==> src/design/bru_cfg.svh <==
// Constants of the byte rotate unit: operation encodings and widths.
// Assumes it is included by bare name from the package and the modules.
`ifndef BRU_CFG_SVH
`define BRU_CFG_SVH

// Data width of the memory operand and working register
`define BRU_DATA_W      8
// Field positions in the operation code
`define BRU_OP_RIGHT    0
`define BRU_OP_FLAG     1
`define BRU_OP_WORK     2
// Operation encodings: {to working, through flag, right}
`define BRU_OP_L_MEM    3'h0
`define BRU_OP_R_MEM    3'h1
`define BRU_OP_LF_MEM   3'h2
`define BRU_OP_RF_MEM   3'h3
`define BRU_OP_L_WORK   3'h4
`define BRU_OP_R_WORK   3'h5
`define BRU_OP_LF_WORK  3'h6
`define BRU_OP_RF_WORK  3'h7
// Reset value of the data result register
`define BRU_DATA_RST    8'h00

`endif

==> src/design/bru_pkg.sv <==
// Types of the byte rotate unit: operation codes, sequencer states, decode helpers.
// Assumes bru_cfg.svh is on the include path.
`include "bru_cfg.svh"

package bru_pkg;

	// Operation selected by the core decoder
	typedef enum logic [2:0] {
		rotate_memory_left                 = `BRU_OP_L_MEM,
		rotate_memory_right                = `BRU_OP_R_MEM,
		rotate_memory_left_through_flag    = `BRU_OP_LF_MEM,
		rotate_memory_right_through_flag   = `BRU_OP_RF_MEM,
		rotate_left_to_working             = `BRU_OP_L_WORK,
		rotate_right_to_working            = `BRU_OP_R_WORK,
		rotate_left_via_flag_to_working    = `BRU_OP_LF_WORK,
		rotate_right_via_flag_to_working   = `BRU_OP_RF_WORK
	} bru_op_type;

	// Sequencer states, Gray coded
	typedef enum logic {
		BRU_IDLE  = 1'h0,
		BRU_WRITE = 1'h1
	} bru_state_type;

	// True when the result goes to the working register
	function automatic logic bru_to_working(input bru_op_type op);
		bru_to_working = op[`BRU_OP_WORK];
	endfunction

	// True when the carry flag takes part in the rotate
	function automatic logic bru_through_flag(input bru_op_type op);
		bru_through_flag = op[`BRU_OP_FLAG];
	endfunction

	// True for a right rotate
	function automatic logic bru_is_right(input bru_op_type op);
		bru_is_right = op[`BRU_OP_RIGHT];
	endfunction

endpackage

==> src/design/bru_rotator.sv <==
// Combinational one-bit rotator, eight or nine bits wide.
// Assumes its inputs are stable for the cycle in which the result is used.
`timescale 1ns/100ps
`include "bru_cfg.svh"

module bru_rotator #(
	parameter int WIDTH = `BRU_DATA_W
) (
	// Operand and flag
	input  wire logic [WIDTH-1:0] data_in,
	input  wire logic             carry_in,
	// Shape of the rotate
	input  wire logic             right,
	input  wire logic             through_flag,
	// Result
	output logic      [WIDTH-1:0] data_out,
	output logic                  carry_out
);

	logic fill_bit;

	// Bit shifted in: old carry for nine-bit rotates, else the bit falling out
	always_comb begin
		if (through_flag) begin
			fill_bit = carry_in;
		end else if (right) begin
			fill_bit = data_in[0];
		end else begin
			fill_bit = data_in[WIDTH-1];
		end
	end

	// Shift one place and take the escaping bit as the new carry
	always_comb begin
		if (right) begin
			data_out  = {fill_bit, data_in[WIDTH-1:1]};
			carry_out = data_in[0];
		end else begin
			data_out  = {data_in[WIDTH-2:0], fill_bit};
			carry_out = data_in[WIDTH-1];
		end
	end

endmodule

==> src/design/bru_top.sv <==
// Byte rotate datapath slice: one-bit rotates of a memory byte, result to memory
// or working register, optional rotate through the carry flag.
// Assumes the core decoder, memory and flag logic share ref_clk and reset.
`timescale 1ns/100ps
`include "bru_cfg.svh"

module bru_top
	import bru_pkg::*;
#(
	parameter int WIDTH = `BRU_DATA_W
) (
	// Clock and reset
	input  wire logic             ref_clk,
	input  wire logic             reset,
	// Operation request from the decoder
	input  wire logic             op_valid,
	input  wire bru_op_type       op_code,
	output logic                  op_ready,
	// Memory operand and carry flag as read by the core
	input  wire logic [WIDTH-1:0] mem_rdata,
	input  wire logic             carry_flag,
	// Memory write-back
	output logic      [WIDTH-1:0] mem_wdata,
	output logic                  mem_we,
	// Working register write
	output logic      [WIDTH-1:0] working_register_wdata,
	output logic                  working_register_we,
	// Carry flag write
	output logic                  carry_wdata,
	output logic                  carry_we
);

	bru_state_type    state_q;
	bru_state_type    state_d;
	logic [WIDTH-1:0] result_q;
	logic [WIDTH-1:0] result_d;
	logic             carry_q;
	logic             carry_d;
	logic             mem_we_q;
	logic             mem_we_d;
	logic             work_we_q;
	logic             work_we_d;
	logic             carry_we_q;
	logic             carry_we_d;
	logic [WIDTH-1:0] rot_data;
	logic             rot_carry;
	logic             accept;
	logic             op_to_work;
	logic             op_flag;
	logic             op_right;

	// Decoded once so the rotator and the strobe logic agree on the shape
	assign op_to_work = bru_to_working(op_code);
	assign op_flag    = bru_through_flag(op_code);
	assign op_right   = bru_is_right(op_code);

	// Rotated value is formed straight from the operand of this cycle
	bru_rotator #(
		.WIDTH        (WIDTH)
	) u_rotator (
		.data_in      (mem_rdata),
		.carry_in     (carry_flag),
		.right        (op_right),
		.through_flag (op_flag),
		.data_out     (rot_data),
		.carry_out    (rot_carry)
	);

	// One cycle of write strobes follows each taken operation; the busy cycle
	// lets the core commit the write before the next operand is read
	assign op_ready = (state_q == BRU_IDLE);
	assign accept   = op_valid && op_ready;

	// Next state and next strobes of the sequencer
	always_comb begin
		state_d    = state_q;
		mem_we_d   = 1'h0;
		work_we_d  = 1'h0;
		carry_we_d = 1'h0;
		case (state_q)
			BRU_IDLE: begin
				if (accept) begin
					state_d    = BRU_WRITE;
					mem_we_d   = !op_to_work;
					work_we_d  = op_to_work;
					carry_we_d = op_flag;
				end
			end
			BRU_WRITE: begin
				state_d = BRU_IDLE;
			end
			default: begin
				state_d = BRU_IDLE;
			end
		endcase
	end

	// Sequencer registers only
	always_ff @(posedge ref_clk or posedge reset) begin
		if (reset) begin
			state_q    <= BRU_IDLE;
			mem_we_q   <= 1'h0;
			work_we_q  <= 1'h0;
			carry_we_q <= 1'h0;
		end else begin
			state_q    <= state_d;
			mem_we_q   <= mem_we_d;
			work_we_q  <= work_we_d;
			carry_we_q <= carry_we_d;
		end
	end

	// Next result and carry: loaded only on a taken request, so the outputs keep
	// the last result while the core commits it and until the next operation
	always_comb begin
		result_d = result_q;
		carry_d  = carry_q;
		if (accept) begin
			result_d = rot_data;
			carry_d  = rot_carry;
		end
	end

	// Result registers only
	always_ff @(posedge ref_clk or posedge reset) begin
		if (reset) begin
			result_q <= WIDTH'(`BRU_DATA_RST);
			carry_q  <= 1'h0;
		end else begin
			result_q <= result_d;
			carry_q  <= carry_d;
		end
	end

	// Both destinations see the same result; only the strobe picks one
	assign mem_wdata              = result_q;
	assign mem_we                 = mem_we_q;
	assign working_register_wdata = result_q;
	assign working_register_we    = work_we_q;
	assign carry_wdata            = carry_q;
	assign carry_we               = carry_we_q;
endmodule

==> config.mk <==
export PLATFORM = sky130hd
export DESIGN_NAME = bru_top
export DESIGN_NICKNAME = d
export VERILOG_FILES = /design/src/design/bru_pkg.sv /design/src/design/bru_rotator.sv /design/src/design/bru_top.sv
export VERILOG_INCLUDE_DIRS = /design/src /design/src/design
export SDC_FILE = /design/constraint.sdc
export NUM_CORES = 1
export LEC_CHECK = 0
export BUFFER_PORTS_ARGS = -buffer_cell sky130_fd_sc_hd__buf_2
export CAP_MARGIN = 20
export CORE_MARGIN = 2
export CORE_UTILIZATION = 45
export DETAILED_ROUTE_END_ITERATION = 12
export PLACE_DENSITY = 0.84
export SLEW_MARGIN = 20
export SYNTH_ARGS = -nofsm -noshare
export SYNTH_HDL_FRONTEND = slang
export SYNTH_SLANG_ARGS = --single-unit
==> constraint.sdc <==
create_clock -name ref_clk -period 2.45 [get_ports ref_clk]
set_clock_uncertainty 0.2 [all_clocks]
set_input_delay 0.245 -clock ref_clk [delete_from_list [all_inputs] [get_ports ref_clk]]
set_output_delay 0.245 -clock ref_clk [all_outputs]
set_load 0.05 [all_outputs]
* After elaboration in Yosys (flattened, before gate mapping) *
Index checks and enable logic that the tools add are counted.

operators by class
  muxes and demuxes = 11
  bitwise logic cells = 1
  reductions and logical operators = 2

operators with widths
  operator                               number
  1-bit 2-to-1 mux                       9
  8-bit 2-to-1 mux                       1
  1-bit one-hot mux with 2 select lines  1
  1-bit logical AND                      1
  1-bit zero test                        1
  1-bit NOT                              1

word-level totals
  flip-flop bits (word level) = 13
  input port bits = 15
  output and inout port bits = 21

* Longest topological paths before layout *
Gate-level depths: netlist of the first run.

  word-level depth = 4
  depth in mapped cells = 4
  gate-level depth less buffers = 3

* Cells and area by module *
From an unflattened synthesis of the first run, not the netlist that was laid out.

second synthesis, totals
  cell total of the unflattened synthesis = 51
  area, all modules = 714.4 µm²

by module, submodules not included
  module       times used  cells an instance  area an instance (µm²)  sequential area each (µm²)
  bru_top      1           37                 564.3                   325.3
  bru_rotator  1           14                 150.1                   0.0

* Worst setup path before layout of the first run *
Ideal clock, no wire load.

  kind = flip-flop to output port
  from = register result_q[7] (netlist: mem_wdata[7])
  to = output working_register_wdata[7]
  data arrival time = 904 ps
  data required time = 2,005 ps
  slack = 1,101 ps
  cell stages (with the launch flop) = 2
  buffers on the path = 1
  cell sequence = dfrtp_1 > buf_4

RTL lines
  element                 line            text
  start, declared         bru_top.sv:35   logic [WIDTH-1:0] result_q;
  start signal, assigned  bru_top.sv:127  result_q <= WIDTH'(`BRU_DATA_RST);
  start signal, assigned  bru_top.sv:130  result_q <= result_d;
  end, declared           bru_top.sv:26   output logic [WIDTH-1:0] working_register_wdata,

No word-level cell between the ends.

* Worst setup path after layout of the first run *
  from = register state_q
  to = output op_ready

between the ends
  cells in the longest elaborated chain, start to end = 1

RTL lines
  element                 line            text
  start, declared         bru_top.sv:33   bru_state_type state_q;
  start signal, assigned  bru_top.sv:106  state_q <= state_d;
  1-bit NOT               --
  end, declared           bru_top.sv:18   output logic op_ready,

Every way passes these cells.

==> results of run 1 <==
[how the worst max path moves through the flow]
stage | to | slack, ps | cells after the start
CTS | op_ready | 1050 | 2
floorplan | working_register_wdata[7] | 1100 | 1
finish | op_ready | 1050 | 2
global placement | mem_wdata[0]$_DFFE_PP0P_ | 1270 | 4
detailed placement | mem_wdata[0]$_DFFE_PP0P_ | 1220 | 4
global route | op_ready | 1010 | 2
[power breakdown]
part	internal (mW)	total (mW)	leakage [nW]	switching, mW
sequential	0.240	0.255	0.163	0.0151
combinational	0.0607	0.274	0.285	0.214
clock	0.0632	0.135	0.0150	0.0714
total	0.364	0.664	0.463	0.300
[flip-flops by register name, summed over array words and instances (netlist names)]
| name | count |
|---|---|
| state_q | 1 |
| working_register_we | 1 |
| carry_wdata | 1 |
| carry_we | 1 |
| mem_wdata | 8 |
| mem_we | 1 |
[cell families after synthesis]
kind of cell           count (synthesis)  synth area share
AND/OR/NAND/NOR                       13             0.100
flip-flops                            13             0.500
AO/OA/AOI/OAI                         10            0.0923
buffers and inverters                 14             0.152
multiplexers                          10             0.156
[metal layers]
metal / up-vias / global-route usage
li1: 249 / -
met1: 222 / 0.185
met2: 20 / 0.266
met3: 2 / 0.0259
met4: 0 / 0.0750
met5: - / 0
[cells in the mapped netlist]
master | number | area [um2]
a211oi_2 | 1 | 12.5
a21o_1 | 1 | 7.51
and2_1 | 1 | 6.26
and2_2 | 1 | 7.51
buf_2 | 1 | 5.00
buf_4 | 8 | 60.1
buf_6 | 2 | 22.5
dfrtp_1 | 13 | 325
inv_1 | 3 | 11.3
mux2_1 | 1 | 11.3
mux2i_1 | 9 | 90.1
nand2_1 | 8 | 30.0
nand2b_4 | 1 | 13.8
nor2_1 | 2 | 7.51
o21ai_0 | 7 | 35.0
o21ai_1 | 1 | 5.00
[metrics by stage]
stage	power, mW	std cells	util	setup slack (ps)
after global routing	0.690	105	0.602	1010
after global placement	0.527	99	0.568	1270
after floorplan	0.496	60	-	1100
after detailed placement	0.534	99	0.568	1220
after CTS	0.667	105	0.602	1050
final	0.664	105	0.602	1050
[layout make-up]
| class | count | area share |
|---|---|---|
| clock buffers | 4 | 0.0327 |
| inverters | 3 | 0.0140 |
| multi-input cells | 33 | 0.282 |
| flip-flops and latches | 13 | 0.405 |
| well taps | 15 | 0.0234 |
| repair buffers | 37 | 0.243 |
==> impl_metrics.json, run 1 <==
{
  "status": "completed",
  "path_max_fanout": 2,
  "io-pin-count": 36,
  "crit_path_end_kind": "primary output",
  "start_util": 0.488,
  "rsz0062_at_grt": "false",
  "avgSynthCellArea_um2": 10.8,
  "dr_wl_met3_um": 72,
  "most-common-layout-cells": "35 x buf_2, 13 x dfrtp_1, 9 x mux2i_1, 8 x nand2_1, 7 x o21ai_0",
  "critical_path_class": "reg -> out",
  "timing.hold.ws_ps": 39.8,
  "syn_nets": 75,
  "cts_max_path_buffers": 2,
  "wirelength_mm": 1.30,
  "worstSetupStartpoint": "state_q$_DFF_PP0_",
  "dr.max_layer_used": "met4",
  "rows": 13,
  "yosysWarnings": 0,
  "multi_input_area_um2": 226,
  "syn_area_um2": 651,
  "power_density_nw_per_um2": 826,
  "cts_buffers": 3,
  "worst-r2r-cell-count": 3,
  "wl_met1_um": 531,
  "setup_viol": 0,
  "io_buffers": 35,
  "die_w_um": 42.0,
  "fmax_ghz": 0.715,
  "core_um2": 1330,
  "grt_max_degree": 21,
  "regArea_um2": 325,
  "die_y_um": 42.0,
  "cts_sinks": 13,
  "worst_hold_path_type": "in -> reg",
  "cp.arrival_ps": 950,
  "cts_resized": 0,
  "drive_gt1_frac": 0.456,
  "grt_antenna_before_repair": 0,
  "dr.pass1.iters": 3,
  "ys_ff_latch": 13,
  "post_cts_buffers": 0,
  "crit_family": "flip-flops",
  "cap_violations": 0,
  "peakVddDrop_v": 0.000440,
  "final_common_cell": "buf_2",
  "routed_via_density": 4.70,
  "clkLatencyLatePin_ps": 280,
  "path_buf_inv": 2,
  "htreeDepth": 1,
  "detail_route.wl_per_cell_um": 12.3,
  "path_cells": "inv_1, buf_2",
  "critical-path-max-stage-delay_ps": 380,
  "cts_hold_buf": 2,
  "tightestPinTransition_ps": 505,
  "nNetsFinal": 106,
  "power_leakage_nw": 0.463,
  "synth_cell_types": 16,
  "routed-wl-met2_um": 671,
  "worstSetupStartpointType": "flip-flop",
  "whs_path_depth": 2,
  "synthCells": 60,
  "hold_viol": 0,
  "grt.total_usage": 0.154,
  "grt.overflow.total": 0,
  "tritoncts": "yes",
  "crit_path_top_delay_cell": "dfrtp_1",
  "grt_pass1_wl_mm": 2.06,
  "n_fill_cell": 125,
  "dp.final_hpwl_mm": 1.00,
  "drc": 0,
  "clkTransAtPathRegs_ps": 80,
  "synth-seq-area-share": 0.500,
  "holdPathEnd": "carry_we$_DFF_PP0_",
  "dieArea_um2": 1770,
  "antennaDiodeCount": 0,
  "cts-root-buf": "clkbuf_4",
  "cp.required_ps": 2010,
  "min-delay-start": "op_code[1]",
  "r2r-end": "carry_we$_DFF_PP0_",
  "fin_setup_tns_ps": 0,
  "drtAntennaViolNets": 0,
  "num_vias": 493,
  "ff2ff_setup_slack_ps": 1270,
  "drtIter0Drc": 9,
  "slew_headroom": 0.663,
  "fin_crit_ps": 1400,
  "crit-reg2reg-launch": "state_q$_DFF_PP0_",
  "design_area_um2": 803,
  "routabilityCongestion": 0.710,
  "area_delta_synth_final_pct": 23.5,
  "final-max-slew-violation-count": 0,
  "grt_pass1_vias": 487,
  "final.period_utilization": 0.571,
  "place_area_um2": 757
}
Note: power is estimated with default switching activity, not from simulation.
==> inputs of run 2 (changes only) <==
--- a/config.mk
+++ b/config.mk
@@ -6,12 +6,13 @@
 export SDC_FILE = /design/constraint.sdc
 export NUM_CORES = 1
 export LEC_CHECK = 0
+export ABC_AREA = 1
 export BUFFER_PORTS_ARGS = -buffer_cell sky130_fd_sc_hd__buf_2
 export CAP_MARGIN = 20
 export CORE_MARGIN = 2
-export CORE_UTILIZATION = 45
+export CORE_UTILIZATION = 42
 export DETAILED_ROUTE_END_ITERATION = 12
-export PLACE_DENSITY = 0.84
+export PLACE_DENSITY = 0.79
 export SLEW_MARGIN = 20
 export SYNTH_ARGS = -nofsm -noshare
 export SYNTH_HDL_FRONTEND = slang
==> constraint.sdc (replaced) <==
create_clock -name ref_clk -period 1.3 [get_ports ref_clk]
set_clock_uncertainty 0.2 [all_clocks]
set_input_delay 0.13 -clock ref_clk [delete_from_list [all_inputs] [get_ports ref_clk]]
set_output_delay 0.13 -clock ref_clk [all_outputs]
set_load 0.05 [all_outputs]
==> run 2 against run 1 <==
Effect of this change:
- sequential power increased by 90%
- flip-flop and latch count unchanged
- wire length increased by 21%
- sequential share of layout area decreased by 6.6 points
- final cell count increased by 31%
- clock power increased by 87%
- critical path depth decreased by 1
- first-iteration DRC count unchanged
- core utilization increased by 4.1 points
- global-route usage increased by 1.9 points
- register-to-register slack got worse by 1200 ps
- setup slack got worse by 1000 ps
- largest cell class is now buffers
- largest power group unchanged
==> impl_metrics.json, run 2 <==
{
  "synthCells": 78,
  "synthTopCellsByArea": "dfrtp_1 49%, a21oi_1 9.1%, buf_4 9.1%",
  "grt.overflow.total": 0,
  "dr.pass1.iters": 4,
  "ys.flop_type": "dfrtp_1",
  "dp.final_hpwl_mm": 1.04,
  "async_reset_ff_frac": 1.00,
  "power_density_nw_per_um2": 1370,
  "hold_viol": 0,
  "fin_setup_tns_ps": 0,
  "crit_path_top_delay_cell": "dfrtp_1",
  "cp.required_ps": 970,
  "yosysWarnings": 0,
  "place_inst": 119,
  "drc": 0,
  "drtIter0Drc": 9,
  "tightestPinTransition_ps": 497,
  "nNetsFinal": 138,
  "die_y_um": 43.6,
  "cts-root-buf": "clkbuf_4",
  "ff2ff_setup_slack_ps": 100,
  "synth_common_cells": "16 x nand2_1, 13 x dfrtp_1, 13 x nor2_1",
  "die_w_um": 43.6,
  "grt.total_usage": 0.173,
  "path_buf_inv": 1,
  "grt_pass1_vias": 605,
  "cts_sinks": 13,
  "peakVddDrop_v": 0.000605,
  "final_common_cell": "buf_2",
  "area_delta_synth_final_pct": 45.4,
  "tritoncts": "yes",
  "post_cts_buffers": 0,
  "crit_family": "flip-flops",
  "final_util": 0.644,
  "critical-path-max-stage-delay_ps": 380,
  "dieArea_um2": 1900,
  "path_cells": "buf_2",
  "rsz0062_at_grt": "true",
  "grt_use_met1": 0.194,
  "ys_ff_latch": 13,
  "holdPathEnd": "mem_wdata[0]$_DFFE_PP0P_",
  "cts_buffers": 3,
  "crit_path_end_kind": "primary output",
  "setup_viol": 0,
  "crit-reg2reg-launch": "state_q$_DFF_PP0_",
  "start_util": 0.443,
  "routabilityCongestion": 0.763,
  "cap_violations": 0,
  "syn_area_um2": 659,
  "min-delay-start": "carry_flag",
  "r2r-end": "mem_wdata[6]$_DFFE_PP0P_",
  "clkTransAtPathRegs_ps": 80,
  "fmax_ghz": 0.788,
  "stdcell_count": 138,
  "power_leakage_nw": 0.526,
  "antennaDiodeCount": 0,
  "worstSetupStartpointType": "flip-flop",
  "num_vias": 639,
  "setup_ws_ps": 31.0,
  "synth_cell_types": 12,
  "slew_headroom": 0.669,
  "drive_gt1_frac": 0.361,
  "worst_hold_path_type": "in -> reg",
  "drtAntennaViolNets": 0,
  "synthMostInstantiatedCell": "nand2_1",
  "rows": 14,
  "synth-seq-area-share": 0.493,
  "final-max-slew-violation-count": 0,
  "most-common-layout-cells": "32 x buf_2, 16 x nand2_1, 15 x dlygate4sd3_1, 13 x nor2_1, 13 x dfrtp_1",
  "htreeDepth": 1,
  "fin_crit_ps": 1270,
  "critical_path_class": "reg -> out",
  "grt_util_met3": 0.0250,
  "global_route.usage.met2": 0.297,
  "clkLatencyLatePin_ps": 270,
  "routed_via_density": 4.63,
  "design_area_um2": 958,
  "yosysTopAreaCell": "dfrtp_1",
  "dp_slack_ps": 136,
  "grt_max_degree": 16,
  "timing.hold.ws_ps": 1.79,
  "grt_busiest_layer": "met2",
  "whs_path_depth": 5,
  "largest_register_ffs": 8,
  "synthDominantCellAreaShare": 0.493,
  "grt_pass1_wl_mm": 2.44,
  "path_max_fanout": 3,
  "final.period_utilization": 0.976,
  "avgSynthCellArea_um2": 8.45,
  "status": "completed",
  "syn_nets": 93,
  "synth_edf_count": 0,
  "place_area_um2": 774,
  "io-pin-count": 36,
  "detail_route.wl_per_cell_um": 11.4,
  "cts_max_path_buffers": 2,
  "total_power_mw": 1.31,
  "cp.arrival_ps": 940,
  "wirelength_mm": 1.57,
  "core_um2": 1490,
  "io_buffers": 35,
  "grt_antenna_before_repair": 0,
  "worst-r2r-cell-count": 5
}
run 2: cell types whose count changed after synthesis, moves of 2 or more:
cell,previous run,this run
a21oi_1,0,12
nand2_1,8,16
inv_1,3,5
mux2i_1,9,0
inv_2,0,2
nand3_1,0,3
o21ai_0,7,0
nand2_4,0,2
nor2_1,2,13
run 2: how the worst max path moves through the flow:
stage	slack, ps	startpoint	to	depth (start not counted)
global route	-2	op_valid	mem_wdata[2]$_DFFE_PP0P_	6
detailed placement	140	state_q$_DFF_PP0_	mem_wdata[3]$_DFFE_PP0P_	5
global placement	180	state_q$_DFF_PP0_	mem_wdata[2]$_DFFE_PP0P_	5
finish	30	mem_wdata[5]$_DFFE_PP0P_	working_register_wdata[5]	1
CTS	30	state_q$_DFF_PP0_	op_ready	2
floorplan	60	state_q$_DFF_PP0_	mem_wdata[3]$_DFFE_PP0P_	5
run 2: repair_timing:
item	CTS	global route
gates resized for setup	1	2
hold buffers	15	0
setup endpoints to repair	1	2
gates cloned	0	0
endpoints found under the hold margin	23	0
run 2: report_power, final:
group          switching, mW  internal (mW)  leakage (nW)
Sequential            0.0327          0.453         0.156
Clock                  0.133          0.119        0.0150
Combinational          0.430          0.145         0.355
Total                  0.596          0.716         0.526
run 2: final cells by class:
cell class,count,area [um2]
fill,112,531
multi-input combinational,47,216
timing repair buffer,50,333
inverter,8,37.5
clock buffer,4,26.3
sequential,13,325
tap,16,20.0
run 2: cells by family (layout without fill, tap and decap cells):
family / Yosys count / after routing / share of synthesized area
AO/OA/AOI/OAI: 12 / 12 / 0.0911
buffers and inverters: 18 / 62 / 0.178
flip-flops: 13 / 13 / 0.493
AND/OR/NAND/NOR: 35 / 35 / 0.237
run 2: metal layers:
layer	up-vias	share of wire
met5	-	0
met4	0	0.014
met3	2	0.055
met2	24	0.51
met1	290	0.42
li1	323	-
